--- config.mk ---
export PLATFORM = sky130hd
export DESIGN_NAME = timer_control_event_regs
export DESIGN_NICKNAME = d
export VERILOG_FILES = /design/src/verilog/timer_ctrl_pkg.sv /design/src/verilog/timer_control_event_regs.sv
export VERILOG_INCLUDE_DIRS = /design/src /design/src/verilog
export SDC_FILE = /design/constraint.sdc
export NUM_CORES = 1
export LEC_CHECK = 0
export ABC_AREA = 1
export BUFFER_PORTS_ARGS = -buffer_cell sky130_fd_sc_hd__buf_2
export CAP_MARGIN = 20
export CORE_UTILIZATION = 61
export CTS_CLUSTER_SIZE = 28
export DETAILED_ROUTE_END_ITERATION = 16
export PLACE_DENSITY_LB_ADDON = 0.25
export RECOVER_POWER = 100
export SETUP_SLACK_MARGIN = 0.2
export SLEW_MARGIN = 10
export SYNTH_ARGS = -nofsm -noshare
export SYNTH_HDL_FRONTEND = slang
export SYNTH_SLANG_ARGS = --single-unit
--- constraint.sdc ---
create_clock -name sys_clk -period 2.5 [get_ports sys_clk]
set_clock_uncertainty 0.05 [all_clocks]
set_input_delay 0.25 -clock sys_clk [delete_from_list [all_inputs] [get_ports sys_clk]]
set_output_delay 0.25 -clock sys_clk [all_outputs]
set_load 0.02 [all_outputs]
--- src/verilog/timer_ctrl_consts.svh ---
`ifndef TIMER_CTRL_CONSTS_SVH
`define TIMER_CTRL_CONSTS_SVH

// ==========================================================================
// Register byte addresses (printed offsets are indices; address = 4 * index)
// ==========================================================================
`define IDX_OUTPUT_VALUE   8'h02
`define IDX_SPLIT_SELECT   8'h03
`define IDX_CMD_DIR_CLR    8'h04
`define IDX_CMD_DIR_SET    8'h05
`define IDX_BUFVALID_CLR   8'h06
`define IDX_BUFVALID_SET   8'h07
`define IDX_EVENT_CTRL     8'h09
`define IDX_WAVE_CTRL      8'h01
`define IDX_RUN_CTRL       8'h00
`define IDX_PERIOD_BUF     8'h36
`define IDX_CMP0_BUF       8'h38
`define IDX_CMP1_BUF       8'h3A
`define IDX_CMP2_BUF       8'h3C
`define IDX_PERIOD         8'h26
`define IDX_CMP0           8'h28
`define IDX_CMP1           8'h2A
`define IDX_CMP2           8'h2C
`define IDX_COUNT          8'h20

// ==========================================================================
// Field positions
// ==========================================================================
`define BIT_DIR            0
`define BIT_LOCK           1
`define CMD_LSB            2
`define BIT_EV_ENABLE      0
`define EV_ACT_LSB         1
`define BIT_AUTO_LOCK      3
`define BIT_RUN_ENABLE     0
`define WAVE_EN_LSB        4

// ==========================================================================
// Reset values
// ==========================================================================
`define RST_BYTE           8'h00
`define RST_PERIOD         16'hFFFF
`define RST_WORD           16'h0000

// ==========================================================================
// Bus answers
// ==========================================================================
`define RESP_OKAY          2'h0
`define RESP_SLVERR        2'h2

`endif

--- src/verilog/timer_ctrl_pkg.sv ---
package timer_ctrl_pkg;

  typedef enum logic [1:0] {
    CMD_NONE    = 2'h0,
    CMD_UPDATE  = 2'h1,
    CMD_RESTART = 2'h2,
    CMD_RESET   = 2'h3
  } command_t;

  typedef enum logic [2:0] {
    EV_RISING   = 3'h0,
    EV_BOTH     = 3'h1,
    EV_HIGH     = 3'h2,
    EV_UPDOWN   = 3'h3
  } event_action_t;

  typedef struct packed {
    logic        awvalid;
    logic [7:0]  awaddr;
    logic        wvalid;
    logic [31:0] wdata;
    logic [3:0]  wstrb;
    logic        bready;
    logic        arvalid;
    logic [7:0]  araddr;
    logic        rready;
  } bus_req_t;

  typedef struct packed {
    logic        awready;
    logic        wready;
    logic        bvalid;
    logic [1:0]  bresp;
    logic        arready;
    logic        rvalid;
    logic [31:0] rdata;
    logic [1:0]  rresp;
  } bus_rsp_t;

  typedef struct packed {
    logic              awHeld;
    logic [7:0]        awAddr;
    logic              wHeld;
    logic [31:0]       wData;
    logic [3:0]        wStrb;
    bus_rsp_t          rsp;
    logic              runEnable;
    logic [2:0]        waveEnable;
    logic              autoLock;
    logic [2:0]        forcedValue;
    logic              splitSelect;
    logic              dir;
    logic              updateLock;
    logic [3:0]        bufValid;
    logic              evEnable;
    logic [2:0]        evAction;
    logic [15:0]       periodBuf;
    logic [15:0]       cmpBuf0;
    logic [15:0]       cmpBuf1;
    logic [15:0]       cmpBuf2;
    logic [15:0]       period;
    logic [15:0]       cmp0;
    logic [15:0]       cmp1;
    logic [15:0]       cmp2;
    logic [15:0]       count;
    logic              evSync1;
    logic              evSync2;
    logic              evPrev;
    logic              restartPulse;
    logic              hardResetPulse;
    logic              updatePulse;
    logic [2:0]        padOut;
    logic [2:0]        cellOut;
  } state_t;

endpackage
--- src/verilog/timer_control_event_regs.sv ---
//
// Behaviour
// - While stopped, software forces each of three waveform output levels.
// - Pad output needs its enable bit; logic-cell output bypasses the enable.
// - Split bit selects two independent 8-bit counters; here it only drives splitSelect, the count stays one 16-bit counter.
// - Command field bits 3:2 decode none, update, restart, hard reset.
// - Hard reset command is ignored while the counter runs.
// - Command field always reads zero in both views.
// - Lock-update set blocks buffer transfer on hardware update condition.
// - Software update command transfers buffers even when locked.
// - Lock-update clear lets every update condition transfer buffers.
// - Direction at bit 0 (1 = down), lock-update at bit 1.
// - Hardware drives direction, software may also write it.
// - Writing 1 in a clear view clears the bit; 0 leaves it.
// - Writing 1 in a set view sets the bit; both views read alike.
// - Writing a compare buffer sets its buffer-valid flag.
// - Update clears all compare buffer-valid flags.
// - Period buffer write sets its flag; update clears it.
// - Flags: period at bit 0, compare 0..2 at bits 1..3.
// - Action 0 counts rising edges, action 1 counts both edges.
// - Action 2 counts prescaled clocks while event is high.
// - Action 3 counts prescaled clocks, event level latches direction.
// - Event enable bit 0 off disables; on applies action field bits 3:1.
// - Auto-lock holds lock until enabled flags valid, sets again after update.
// - Update loads each compare register from its buffer.
//
// The AXI4-Lite interface to the registers is this design's own decision.
`timescale 1ns/1ns
`include "timer_ctrl_consts.svh"

module timer_control_event_regs (
  input  wire logic                      sys_clk,
  input  wire logic                      rst_n,
  input  wire timer_ctrl_pkg::bus_req_t  busReq,
  output      timer_ctrl_pkg::bus_rsp_t  busRsp,
  input  wire logic                      eventIn,
  input  wire logic                      countTick,
  output      logic [2:0]                padOut,
  output      logic [2:0]                cellOut,
  output      logic                      splitSelect,
  output      logic                      countDown,
  output      logic                      restartPulse,
  output      logic                      hardResetPulse,
  output      logic                      updatePulse
);

  // ========================================================================
  // State
  // ========================================================================
  timer_ctrl_pkg::state_t state_r;
  timer_ctrl_pkg::state_t state_nxt;

  logic [7:0]  wIdx;
  logic [7:0]  rIdx;
  logic        doWrite;
  logic        doRead;
  logic [7:0]  wByte;
  logic [15:0] wHalf;
  logic [7:0]  rByte;
  logic [15:0] rHalf;
  logic        rHit;
  logic        wHit;
  logic        countStep;
  logic        stepDown;
  logic        hwUpdate;
  logic        anyUpdate;
  logic        atTop;
  logic        atBottom;
  logic [2:0]  waveLevel;
  logic [2:0]  cmpEnabledValid;
  logic [3:0]  bufSet;

  assign busRsp         = state_r.rsp;
  assign padOut         = state_r.padOut;
  assign cellOut        = state_r.cellOut;
  assign splitSelect    = state_r.splitSelect;
  assign countDown      = state_r.dir;
  assign restartPulse   = state_r.restartPulse;
  assign hardResetPulse = state_r.hardResetPulse;
  assign updatePulse    = state_r.updatePulse;

  always_comb begin
    wIdx  = {2'h0, state_r.awAddr[7:2]};
    rIdx  = {2'h0, busReq.araddr[7:2]};
    wByte = state_r.wData[7:0];
    wHalf = state_r.wData[15:0];
    // Only the second byte lane matters beyond the first, for the 16-bit buffers and the count.
    doWrite = state_r.awHeld && state_r.wHeld && !state_r.rsp.bvalid;
    doRead  = busReq.arvalid && state_r.rsp.arready;
  end

  // ========================================================================
  // Counting and update conditions
  // ========================================================================
  always_comb begin
    atTop    = state_r.count == state_r.period;
    atBottom = state_r.count == `RST_WORD;
    countStep = 1'b0;
    stepDown  = state_r.dir;
    if (!state_r.evEnable) begin
      countStep = countTick;
    end else begin
      case (state_r.evAction)
        timer_ctrl_pkg::EV_RISING: countStep = state_r.evSync2 && !state_r.evPrev;
        timer_ctrl_pkg::EV_BOTH:   countStep = state_r.evSync2 != state_r.evPrev;
        timer_ctrl_pkg::EV_HIGH:   countStep = countTick && state_r.evSync2;
        timer_ctrl_pkg::EV_UPDOWN: begin
          countStep = countTick;
          stepDown  = state_r.evSync2;
        end
        default:                   countStep = 1'b0;
      endcase
    end
    countStep = countStep && state_r.runEnable;
    hwUpdate  = countStep && (stepDown ? atBottom : atTop);
  end

  // ========================================================================
  // Register read mux
  // ========================================================================
  always_comb begin
    rHit  = 1'b1;
    rByte = `RST_BYTE;
    rHalf = `RST_WORD;
    case (rIdx)
      `IDX_RUN_CTRL:     rByte = {7'h00, state_r.runEnable};
      `IDX_WAVE_CTRL:    rByte = {1'b0, state_r.waveEnable, state_r.autoLock, 3'h0};
      `IDX_OUTPUT_VALUE: rByte = {5'h00, state_r.forcedValue};
      `IDX_SPLIT_SELECT: rByte = {7'h00, state_r.splitSelect};
      `IDX_CMD_DIR_CLR,
      `IDX_CMD_DIR_SET:  rByte = {6'h00, state_r.updateLock, state_r.dir};
      `IDX_BUFVALID_CLR,
      `IDX_BUFVALID_SET: rByte = {4'h0, state_r.bufValid};
      `IDX_EVENT_CTRL:   rByte = {4'h0, state_r.evAction, state_r.evEnable};
      `IDX_PERIOD_BUF:   rHalf = state_r.periodBuf;
      `IDX_CMP0_BUF:     rHalf = state_r.cmpBuf0;
      `IDX_CMP1_BUF:     rHalf = state_r.cmpBuf1;
      `IDX_CMP2_BUF:     rHalf = state_r.cmpBuf2;
      `IDX_PERIOD:       rHalf = state_r.period;
      `IDX_CMP0:         rHalf = state_r.cmp0;
      `IDX_CMP1:         rHalf = state_r.cmp1;
      `IDX_CMP2:         rHalf = state_r.cmp2;
      `IDX_COUNT:        rHalf = state_r.count;
      default:           rHit  = 1'b0;
    endcase
    wHit = 1'b1;
    case (wIdx)
      `IDX_RUN_CTRL, `IDX_WAVE_CTRL, `IDX_OUTPUT_VALUE, `IDX_SPLIT_SELECT,
      `IDX_CMD_DIR_CLR, `IDX_CMD_DIR_SET, `IDX_BUFVALID_CLR, `IDX_BUFVALID_SET,
      `IDX_EVENT_CTRL, `IDX_PERIOD_BUF, `IDX_CMP0_BUF, `IDX_CMP1_BUF,
      `IDX_CMP2_BUF, `IDX_COUNT:  wHit = 1'b1;
      default:                    wHit = 1'b0;
    endcase
  end

  // ========================================================================
  // Next state
  // ========================================================================
  always_comb begin
    state_nxt = state_r;
    state_nxt.restartPulse   = 1'b0;
    state_nxt.hardResetPulse = 1'b0;
    state_nxt.updatePulse    = 1'b0;
    bufSet                   = 4'h0;

    // Synchroniser: the first stage feeds only the second.
    state_nxt.evSync1 = eventIn;
    state_nxt.evSync2 = state_r.evSync1;
    state_nxt.evPrev  = state_r.evSync2;

    // AXI4-Lite write address and data are taken independently.
    if (busReq.awvalid && state_r.rsp.awready) begin
      state_nxt.awHeld      = 1'b1;
      state_nxt.awAddr      = busReq.awaddr;
      state_nxt.rsp.awready = 1'b0;
    end
    if (busReq.wvalid && state_r.rsp.wready) begin
      state_nxt.wHeld      = 1'b1;
      state_nxt.wData      = busReq.wdata;
      state_nxt.wStrb      = busReq.wstrb;
      state_nxt.rsp.wready = 1'b0;
    end
    if (state_r.rsp.bvalid && busReq.bready) begin
      state_nxt.rsp.bvalid  = 1'b0;
      state_nxt.rsp.awready = 1'b1;
      state_nxt.rsp.wready  = 1'b1;
    end
    if (doRead) begin
      state_nxt.rsp.arready = 1'b0;
      state_nxt.rsp.rvalid  = 1'b1;
      state_nxt.rsp.rdata   = {16'h0000, rHalf | {8'h00, rByte}};
      state_nxt.rsp.rresp   = rHit ? `RESP_OKAY : `RESP_SLVERR;
    end
    if (state_r.rsp.rvalid && busReq.rready) begin
      state_nxt.rsp.rvalid  = 1'b0;
      state_nxt.rsp.arready = 1'b1;
    end

    // Counter core: hardware may flip direction; here event action 3 does.
    if (countStep) begin
      if (state_r.evEnable && state_r.evAction == timer_ctrl_pkg::EV_UPDOWN) begin
        state_nxt.dir = stepDown;
      end
      if (stepDown) begin
        state_nxt.count = atBottom ? state_r.period : state_r.count - 16'h0001;
      end else begin
        state_nxt.count = atTop ? `RST_WORD : state_r.count + 16'h0001;
      end
    end

    // Split select is only held here; nothing changes the count sequence, which stays one 16-bit counter.
    state_nxt.splitSelect = state_r.splitSelect;

    anyUpdate = 1'b0;
    if (hwUpdate && !state_r.updateLock) begin
      anyUpdate = 1'b1;
    end

    if (doWrite) begin
      state_nxt.wHeld      = 1'b0;
      state_nxt.awHeld     = 1'b0;
      state_nxt.rsp.bvalid = 1'b1;
      state_nxt.rsp.bresp  = wHit ? `RESP_OKAY : `RESP_SLVERR;
      if (state_r.wStrb[0]) begin
        case (wIdx)
          `IDX_RUN_CTRL:     state_nxt.runEnable = wByte[`BIT_RUN_ENABLE];
          `IDX_WAVE_CTRL: begin
            state_nxt.waveEnable = wByte[`WAVE_EN_LSB +: 3];
            state_nxt.autoLock   = wByte[`BIT_AUTO_LOCK];
          end
          `IDX_OUTPUT_VALUE: begin
            if (!state_r.runEnable) begin
              state_nxt.forcedValue = wByte[2:0];
            end
          end
          `IDX_SPLIT_SELECT: state_nxt.splitSelect = wByte[0];
          `IDX_CMD_DIR_CLR: begin
            if (wByte[`BIT_DIR])  state_nxt.dir = 1'b0;
            if (wByte[`BIT_LOCK]) state_nxt.updateLock = 1'b0;
          end
          `IDX_CMD_DIR_SET: begin
            if (wByte[`BIT_DIR])  state_nxt.dir = 1'b1;
            if (wByte[`BIT_LOCK]) state_nxt.updateLock = 1'b1;
          end
          `IDX_BUFVALID_CLR: state_nxt.bufValid = state_r.bufValid & ~wByte[3:0];
          `IDX_BUFVALID_SET: bufSet = wByte[3:0];
          `IDX_EVENT_CTRL: begin
            state_nxt.evEnable = wByte[`BIT_EV_ENABLE];
            state_nxt.evAction = wByte[`EV_ACT_LSB +: 3];
          end
          default: ;
        endcase
        if (wIdx == `IDX_CMD_DIR_CLR || wIdx == `IDX_CMD_DIR_SET) begin
          case (timer_ctrl_pkg::command_t'(wByte[`CMD_LSB +: 2]))
            timer_ctrl_pkg::CMD_UPDATE:  anyUpdate = 1'b1;
            timer_ctrl_pkg::CMD_RESTART: begin
              state_nxt.restartPulse = 1'b1;
              state_nxt.count        = `RST_WORD;
            end
            timer_ctrl_pkg::CMD_RESET: begin
              if (!state_r.runEnable) begin
                state_nxt.hardResetPulse = 1'b1;
                state_nxt.count          = `RST_WORD;
                state_nxt.dir            = 1'b0;
                state_nxt.forcedValue    = 3'h0;
              end
            end
            default: ;
          endcase
        end
      end
      if (state_r.wStrb[1:0] != 2'h0) begin
        case (wIdx)
          `IDX_PERIOD_BUF: begin
            state_nxt.periodBuf   = wHalf;
            bufSet[0]             = 1'b1;
          end
          `IDX_CMP0_BUF: begin
            state_nxt.cmpBuf0     = wHalf;
            bufSet[1]             = 1'b1;
          end
          `IDX_CMP1_BUF: begin
            state_nxt.cmpBuf1     = wHalf;
            bufSet[2]             = 1'b1;
          end
          `IDX_CMP2_BUF: begin
            state_nxt.cmpBuf2     = wHalf;
            bufSet[3]             = 1'b1;
          end
          `IDX_COUNT:    state_nxt.count = wHalf;
          default: ;
        endcase
      end
    end

    // Software sets are merged once here so that an update below can keep them.
    state_nxt.bufValid = state_nxt.bufValid | bufSet;
    if (anyUpdate) begin
      state_nxt.updatePulse = 1'b1;
      state_nxt.period = state_r.periodBuf;
      state_nxt.cmp0   = state_r.cmpBuf0;
      state_nxt.cmp1   = state_r.cmpBuf1;
      state_nxt.cmp2   = state_r.cmpBuf2;
      // A buffer write in the same cycle keeps its flag: set beats clear.
      state_nxt.bufValid = bufSet;
    end

    // Auto-lock tracks the enabled channels only; disabled ones never block.
    cmpEnabledValid = state_r.bufValid[3:1] | ~state_r.waveEnable;
    if (state_r.autoLock) begin
      if (anyUpdate) begin
        state_nxt.updateLock = 1'b1;
      end else if (&cmpEnabledValid) begin
        state_nxt.updateLock = 1'b0;
      end else if (state_r.updateLock == 1'b0 && state_r.bufValid[3:1] == 3'h0) begin
        state_nxt.updateLock = 1'b1;
      end
    end

    // Waveform generator: compare levels while running, forced levels when stopped.
    waveLevel = state_r.runEnable ?
                {state_r.count < state_r.cmp2, state_r.count < state_r.cmp1,
                 state_r.count < state_r.cmp0} : state_r.forcedValue;
    state_nxt.padOut  = waveLevel & state_r.waveEnable;
    state_nxt.cellOut = waveLevel;
  end

  // ========================================================================
  // Registers
  // ========================================================================
  always_ff @(posedge sys_clk or negedge rst_n) begin
    if (!rst_n) begin
      state_r             <= '0;
      state_r.rsp.awready <= 1'b1;
      state_r.rsp.wready  <= 1'b1;
      state_r.rsp.arready <= 1'b1;
      state_r.periodBuf   <= `RST_PERIOD;
      state_r.period      <= `RST_PERIOD;
    end else begin
      state_r <= state_nxt;
    end
  end

endmodule

After elaboration in Yosys (flattened, before gate mapping)
Memory sizes are Yosys's and may differ from the RTL's.
Index checks and enable logic that the tools add are counted.
{"block": "classes", "n_addsub": 2, "n_mul": 0, "div_mod_pow": 0, "magnitude_cmp": 3, "eq_ne": 38, "shifts": 0, "mux": 81, "bitwise_logic": 8, "reduce_logical": 43}
{"cell": "two-way mux 16 bit", "n": 14}
{"cell": "case mux 16 bit (9 select lines)", "n": 1}
{"cell": "equality test 6 bit (second input constant)", "n": 14}
{"cell": "two-way mux 74 bit", "n": 1}
{"cell": "two-way mux 64 bit", "n": 1}
{"cell": "case mux 7 bit (7 select lines)", "n": 1}
{"cell": "equality test 6 x 3 -> 1 bit (second input constant)", "n": 8}
{"cell": "< comparator 16 bit", "n": 3}
{"cell": "two-way mux 37 bit", "n": 1}
{"cell": "two-way mux 36 bit", "n": 1}
{"cell": "two-way mux 1 bit", "n": 35}
{"cell": "case mux 16 bit (2 select lines)", "n": 1}
{"cell": "two-way mux 4 bit", "n": 7}
{"cell": "AND reduction 3 bit", "n": 9}
{"cell": "equality test 6 x 2 -> 1 bit (second input constant)", "n": 4}
{"cell": "two-way mux 3 bit", "n": 8}
{"cell": "OR reduction 18 bit", "n": 1}
{"cell": "adder 16 x 1 -> 16 bit (second input constant)", "n": 1}
{"cell": "equality test 16 bit", "n": 1}
{"cell": "logical NOT 16 bit", "n": 1}
{"cell": "logical NOT 8 bit", "n": 2}
{"cell": "OR 16 x 8 -> 16 bit", "n": 1}
{"cell": "subtractor 16 x 1 -> 16 bit (second input constant)", "n": 1}
{"cell": "logical AND 1 bit", "n": 14}
{"cell": "other kinds (25)", "n": 44}
{"block": "word_totals", "reg_bits": 246, "latchBits": 0, "ramBits": 0, "romBits": 64, "input_bits": 61, "out_inout_bits": 52, "n_memories": 1}
{"memory": "(name not given)", "words": 64, "width": 1, "read_ports": 1, "rd_ports_with_merged_regs": 0, "wr": 0, "line_no": "timer_control_event_regs.sv:147", "source": "case (wIdx)"}

Longest topological paths before layout
{"block": "depth", "word_depth": 17, "ltp_mapped": 15}

Least setup slack after synthesis
No wires, ideal clock.
{"block": "synth_path", "kind": "register to register", "start": "register state_r[13] in the netlist's numbering", "end": "register state_r[161] in the netlist's numbering", "setup_time_ns": 0.124, "arrival_ns": 1.709, "required_ns": 2.326, "slack_ns": 0.617, "path_stages_with_launch": 14, "path_buffers": 2, "synth_period_minus_slack_ns": 1.883, "path_cell_list": "dfrtp_1 -> inv_1 -> ha_1 -> inv_1 -> nor3_2 -> nand2_1 -> inv_2 -> nand2_1 -> nand2_1 -> nand2_1 -> nand2_2 -> buf_6 -> buf_4 -> o21bai_1"}
{"item": "from (decl)", "line_no": "timer_control_event_regs.sv:50", "source": "timer_ctrl_pkg::state_t state_r;"}
{"item": "from (signal assigned)", "line_no": "timer_control_event_regs.sv:340", "source": "state_r <= state_nxt;"}

Final worst setup path
{"block": "layout_path", "start": "register state_r (netlist bit busRsp[38])", "end": "register state_r[107] in the netlist's numbering"}
{"block": "layout_via", "elab_chain_len": 3}
{"item": "logical NOT 1 bit", "line_no": "timer_control_event_regs.sv:88", "source": "doWrite = state_r.awHeld && state_r.wHeld && !state_r.rsp.bvalid;"}
{"item": "logical AND 1 bit", "line_no": "timer_control_event_regs.sv:88"}
{"item": "AND reduction 3 bit (no source line)"}
Every way passes these cells.
A chain may end at the register's enable or synchronous reset.

==> results_dict.tcl <==
set metrics [dict create \
    io_pins 113 \
    worstSetupPathType "flip-flop to flip-flop" \
    synth_cells 1701 \
    p_clk_frac 0.294 \
    ir_drop_v 0.000824 \
    whs_endpoint "state_r[227]" \
    crit_fanout 13 \
    start_kind "flip-flop" \
    cts_tree "built" \
    cts_max_level 1 \
    clock_sink_count 224 \
    fillers 1678 \
    power-per-cell-area_nw_per_um2 887 \
    r2r_end "state_r[107]" \
    ys_warn_count 0 \
    fp.dieH_um 147 \
    holdCritPathClass "primary input to flip-flop" \
    reg2regPathDepth 8 \
    hp-start "busReq[22]" \
    p_sw_w 0.00513 \
    p_leak_nw 6.77 \
    track_usage 0.386 \
    rsz0062_at_grt "false" \
    setup_viol 0 \
    wire_per_inst_um 20.0 \
    required_ns 2.91 \
    ys_seq_area_frac 0.439 \
    dr.pass1.iters 6 \
    worst_slew_pin_slew_ns 1.23 \
    final_antenna_net_count 0 \
    place_congestion 0.977 \
    netlist_area_um2 12900 \
    die_area_um2 21700 \
    final_cell_area_um2 14700 \
    cp-end-kind "flip-flop" \
    min_period_ns 2.26 \
    cts-root-buf "clkbuf_16" \
    avgViaCountPerCell 5.92 \
    core_um2 20400 \
    ys_types 43 \
    grt_max_degree 72 \
    grt_pass1_vias 11800 \
    grt_overflow 0 \
    drcViolationCount 0 \
    slew_headroom 0.181 \
    start_util 0.630 \
    drtIter0Drc 1486 \
    share_seq_of_total_power 0.397 \
    ff_latch_area_um2 5660 \
    portBuffers 72 \
    antenna_found_initial 2 \
    grt_first_pass_wirelength_mm 64.4 \
    drv_slew 0 \
    clk_latency_ns 0.55 \
    nets 1916 \
    area_growth_syn_to_layout_pct 14.6 \
    die_x_um 147 \
    post-route-util 0.722 \
    cts.path.max_buffers 3 \
    multi_input_area_um2 5840 \
    period_share 0.906 \
    dpl.hpwl_mm 28.7 \
    cp_data_arrival_time_ns 2.67 \
    cts_buffers 25 \
    status "complete, no violations" \
    cap_violations 0 \
    combPwrFrac 0.309 \
    intPower_w 0.00794 \
    reg2reg_from "busRsp[38]" \
    diodes 0 \
    syn_area_per_cell_um2 7.56 \
    ys_ff_latch 224 \
    drive_gt1_frac 0.124 \
    dpl_cell_area_um2 13500 \
    r2r_slack_ns 0.24 \
    num_rows 52 \
    fmax_mhz 442 \
    path_clk_slew_ns 0.06 \
    switching_share 0.393 \
    vias 12400 \
    worstHoldPathCells 3 \
    tns_ns 0 \
    hold_viol 0 \
    wirelength_mm 42.0 \
]
## flip-flops by register name (all words and copies together) (netlist names)
register	flops
cellOut	3
updatePulse	1
state_r	188
splitSelect	1
restartPulse	1
busRsp	23
padOut	3
countDown	1
state_nxt	2
hardResetPulse	1
## critical path, cell delays in order, from the launching register on
cell,delay (ns)
dfrtp_1,0.40
inv_1,0.12
nand3_2,0.20
nor2_1,0.22
inv_2,0.14
nor2_1,0.42
clkbuf_2,0.40
nand2_1,0.11
o21ai_0,0.12
## metrics by stage
stage / setup WS, ns / power, W / cells / hold slack (ns)
6_report: 0.235 / 0.0131 / 2096 / 0.0616
5_1_grt: 0.0786 / 0.0137 / 2096 / 0.0610
4_1_cts: 0.236 / 0.0129 / 2090 / 0.00796
3_5_place_dp: 0.226 / 0.00902 / 2011 / 0.210
3_3_place_gp: 0.270 / 0.00889 / 2011 / 0.205
2_1_floorplan: 0.617 / 0.00771 / 1718 / -0.0956
## area by class of cell
type | instances | share of cell area
multi-input cells | 1176 | 0.396
flip-flops and latches | 224 | 0.384
repair buffers | 171 | 0.0855
inverters | 209 | 0.0534
clock buffers | 32 | 0.0463
well taps | 270 | 0.0229
clock inverters | 14 | 0.0115
## how the worst max path moves through the flow
| stage | to | depth (start not counted) | from |
|---|---|---|---|
| final | state_r[107] | 8 | busRsp[38] |
| after global routing | state_r[107] | 8 | busRsp[38] |
| after CTS | state_r[68] | 13 | state_r[12] |
| after detailed placement | state_r[68] | 13 | state_r[12] |
| after global placement | state_r[85] | 13 | state_r[12] |
| after floorplan | state_r[161] | 13 | state_r[13] |
## layout by cell type (no fill, tap or decap), types with 7 or more instances in the layout
| cell type | n |
|---|---|
| clkbuf_1 | 44 |
| clkbuf_16 | 29 |
| a21oi_1 | 72 |
| o21ai_2 | 10 |
| dfrtp_2 | 8 |
| o22ai_1 | 37 |
| inv_1 | 198 |
| buf_4 | 41 |
| nand2_2 | 15 |
| ha_1 | 48 |
| dfstp_2 | 32 |
| conb_1 | 18 |
| o21ai_0 | 162 |
| dfrtp_1 | 181 |
| xor2_1 | 12 |
| nand4_1 | 28 |
| nor3_1 | 22 |
| inv_2 | 8 |
| nand3_1 | 85 |
| nor2_1 | 97 |
| clkinv_2 | 7 |
| o21ai_1 | 55 |
| dlygate4sd3_1 | 33 |
| nand2_1 | 472 |
| clkbuf_2 | 8 |
| buf_2 | 37 |
## power groups by stage
stage                     Combinational [W]  Clock, W  Sequential (W)
final                               0.00404   0.00384         0.00519
after global routing                0.00449   0.00399         0.00524
after CTS                           0.00395   0.00385         0.00511
after detailed placement            0.00386         0         0.00517
after global placement              0.00374         0         0.00515
after floorplan                     0.00285         0         0.00487
## logic make-up (layout without fill, tap and decap cells)
family / count (synthesis) / in the layout / synth area share
DFF: 224 / 224 / 0.439
other: 1 / 18 / 0.000291
adders and majority gates: 48 / 48 / 0.0467
buffers and inverters: 318 / 426 / 0.114
muxes: 1 / 1 / 0.000778
AOI/OAI and AO/OA: 361 / 361 / 0.152
and+or+nand+nor: 735 / 735 / 0.238
xor gates and xnor gates: 13 / 13 / 0.00885
## layer usage
layer / share of wire / GRT usage / routed length, um
met1: 0.40 / 0.531 / 16900
met2: 0.45 / 0.607 / 19000
met3: 0.11 / 0.0894 / 4770
met4: 0.032 / 0.119 / 1350
met5: 0 / 0 / 0
## synth_stat cells, drive strengths merged
cell type    n  area, um2
nand2      488       1860
o21ai      228       1180
inv        207        777
dfrtp      189       4730
nor2       101        404
nand3       86        435
buf         76        552
a21oi       72        360
ha          48        601
o22ai       37        231
dfstp       35        920
clkbuf      33        125
nand4       28        175
nor3        25        140
xor2        12        105
o211ai       6       45.0
a211oi       4       30.0
nand3b       3       22.5
o31a         3       26.3
a31oi        2       12.5
clkinv       2       7.51
nor4         2       12.5
o2111ai      2       17.5
o21bai       2       15.0
o221ai       2       17.5
or2          2       12.5
a21boi       1       7.51
a32oi        1       8.76
conb         1       3.75
mux2i        1       10.0
o31ai        1       7.51
xnor2        1       8.76
## timing repair
action / CTS / global route
gates cloned: 0 / 4
hold endpoints to repair: 88 / 0
gates resized for setup: 1 / 18
pin swaps: 0 / 1
hold buffers: 33 / 0
buffers inserted: 0 / 2
setup endpoints to repair: 1 / 82
No activity file was read; power rests on OpenSTA's default activity.
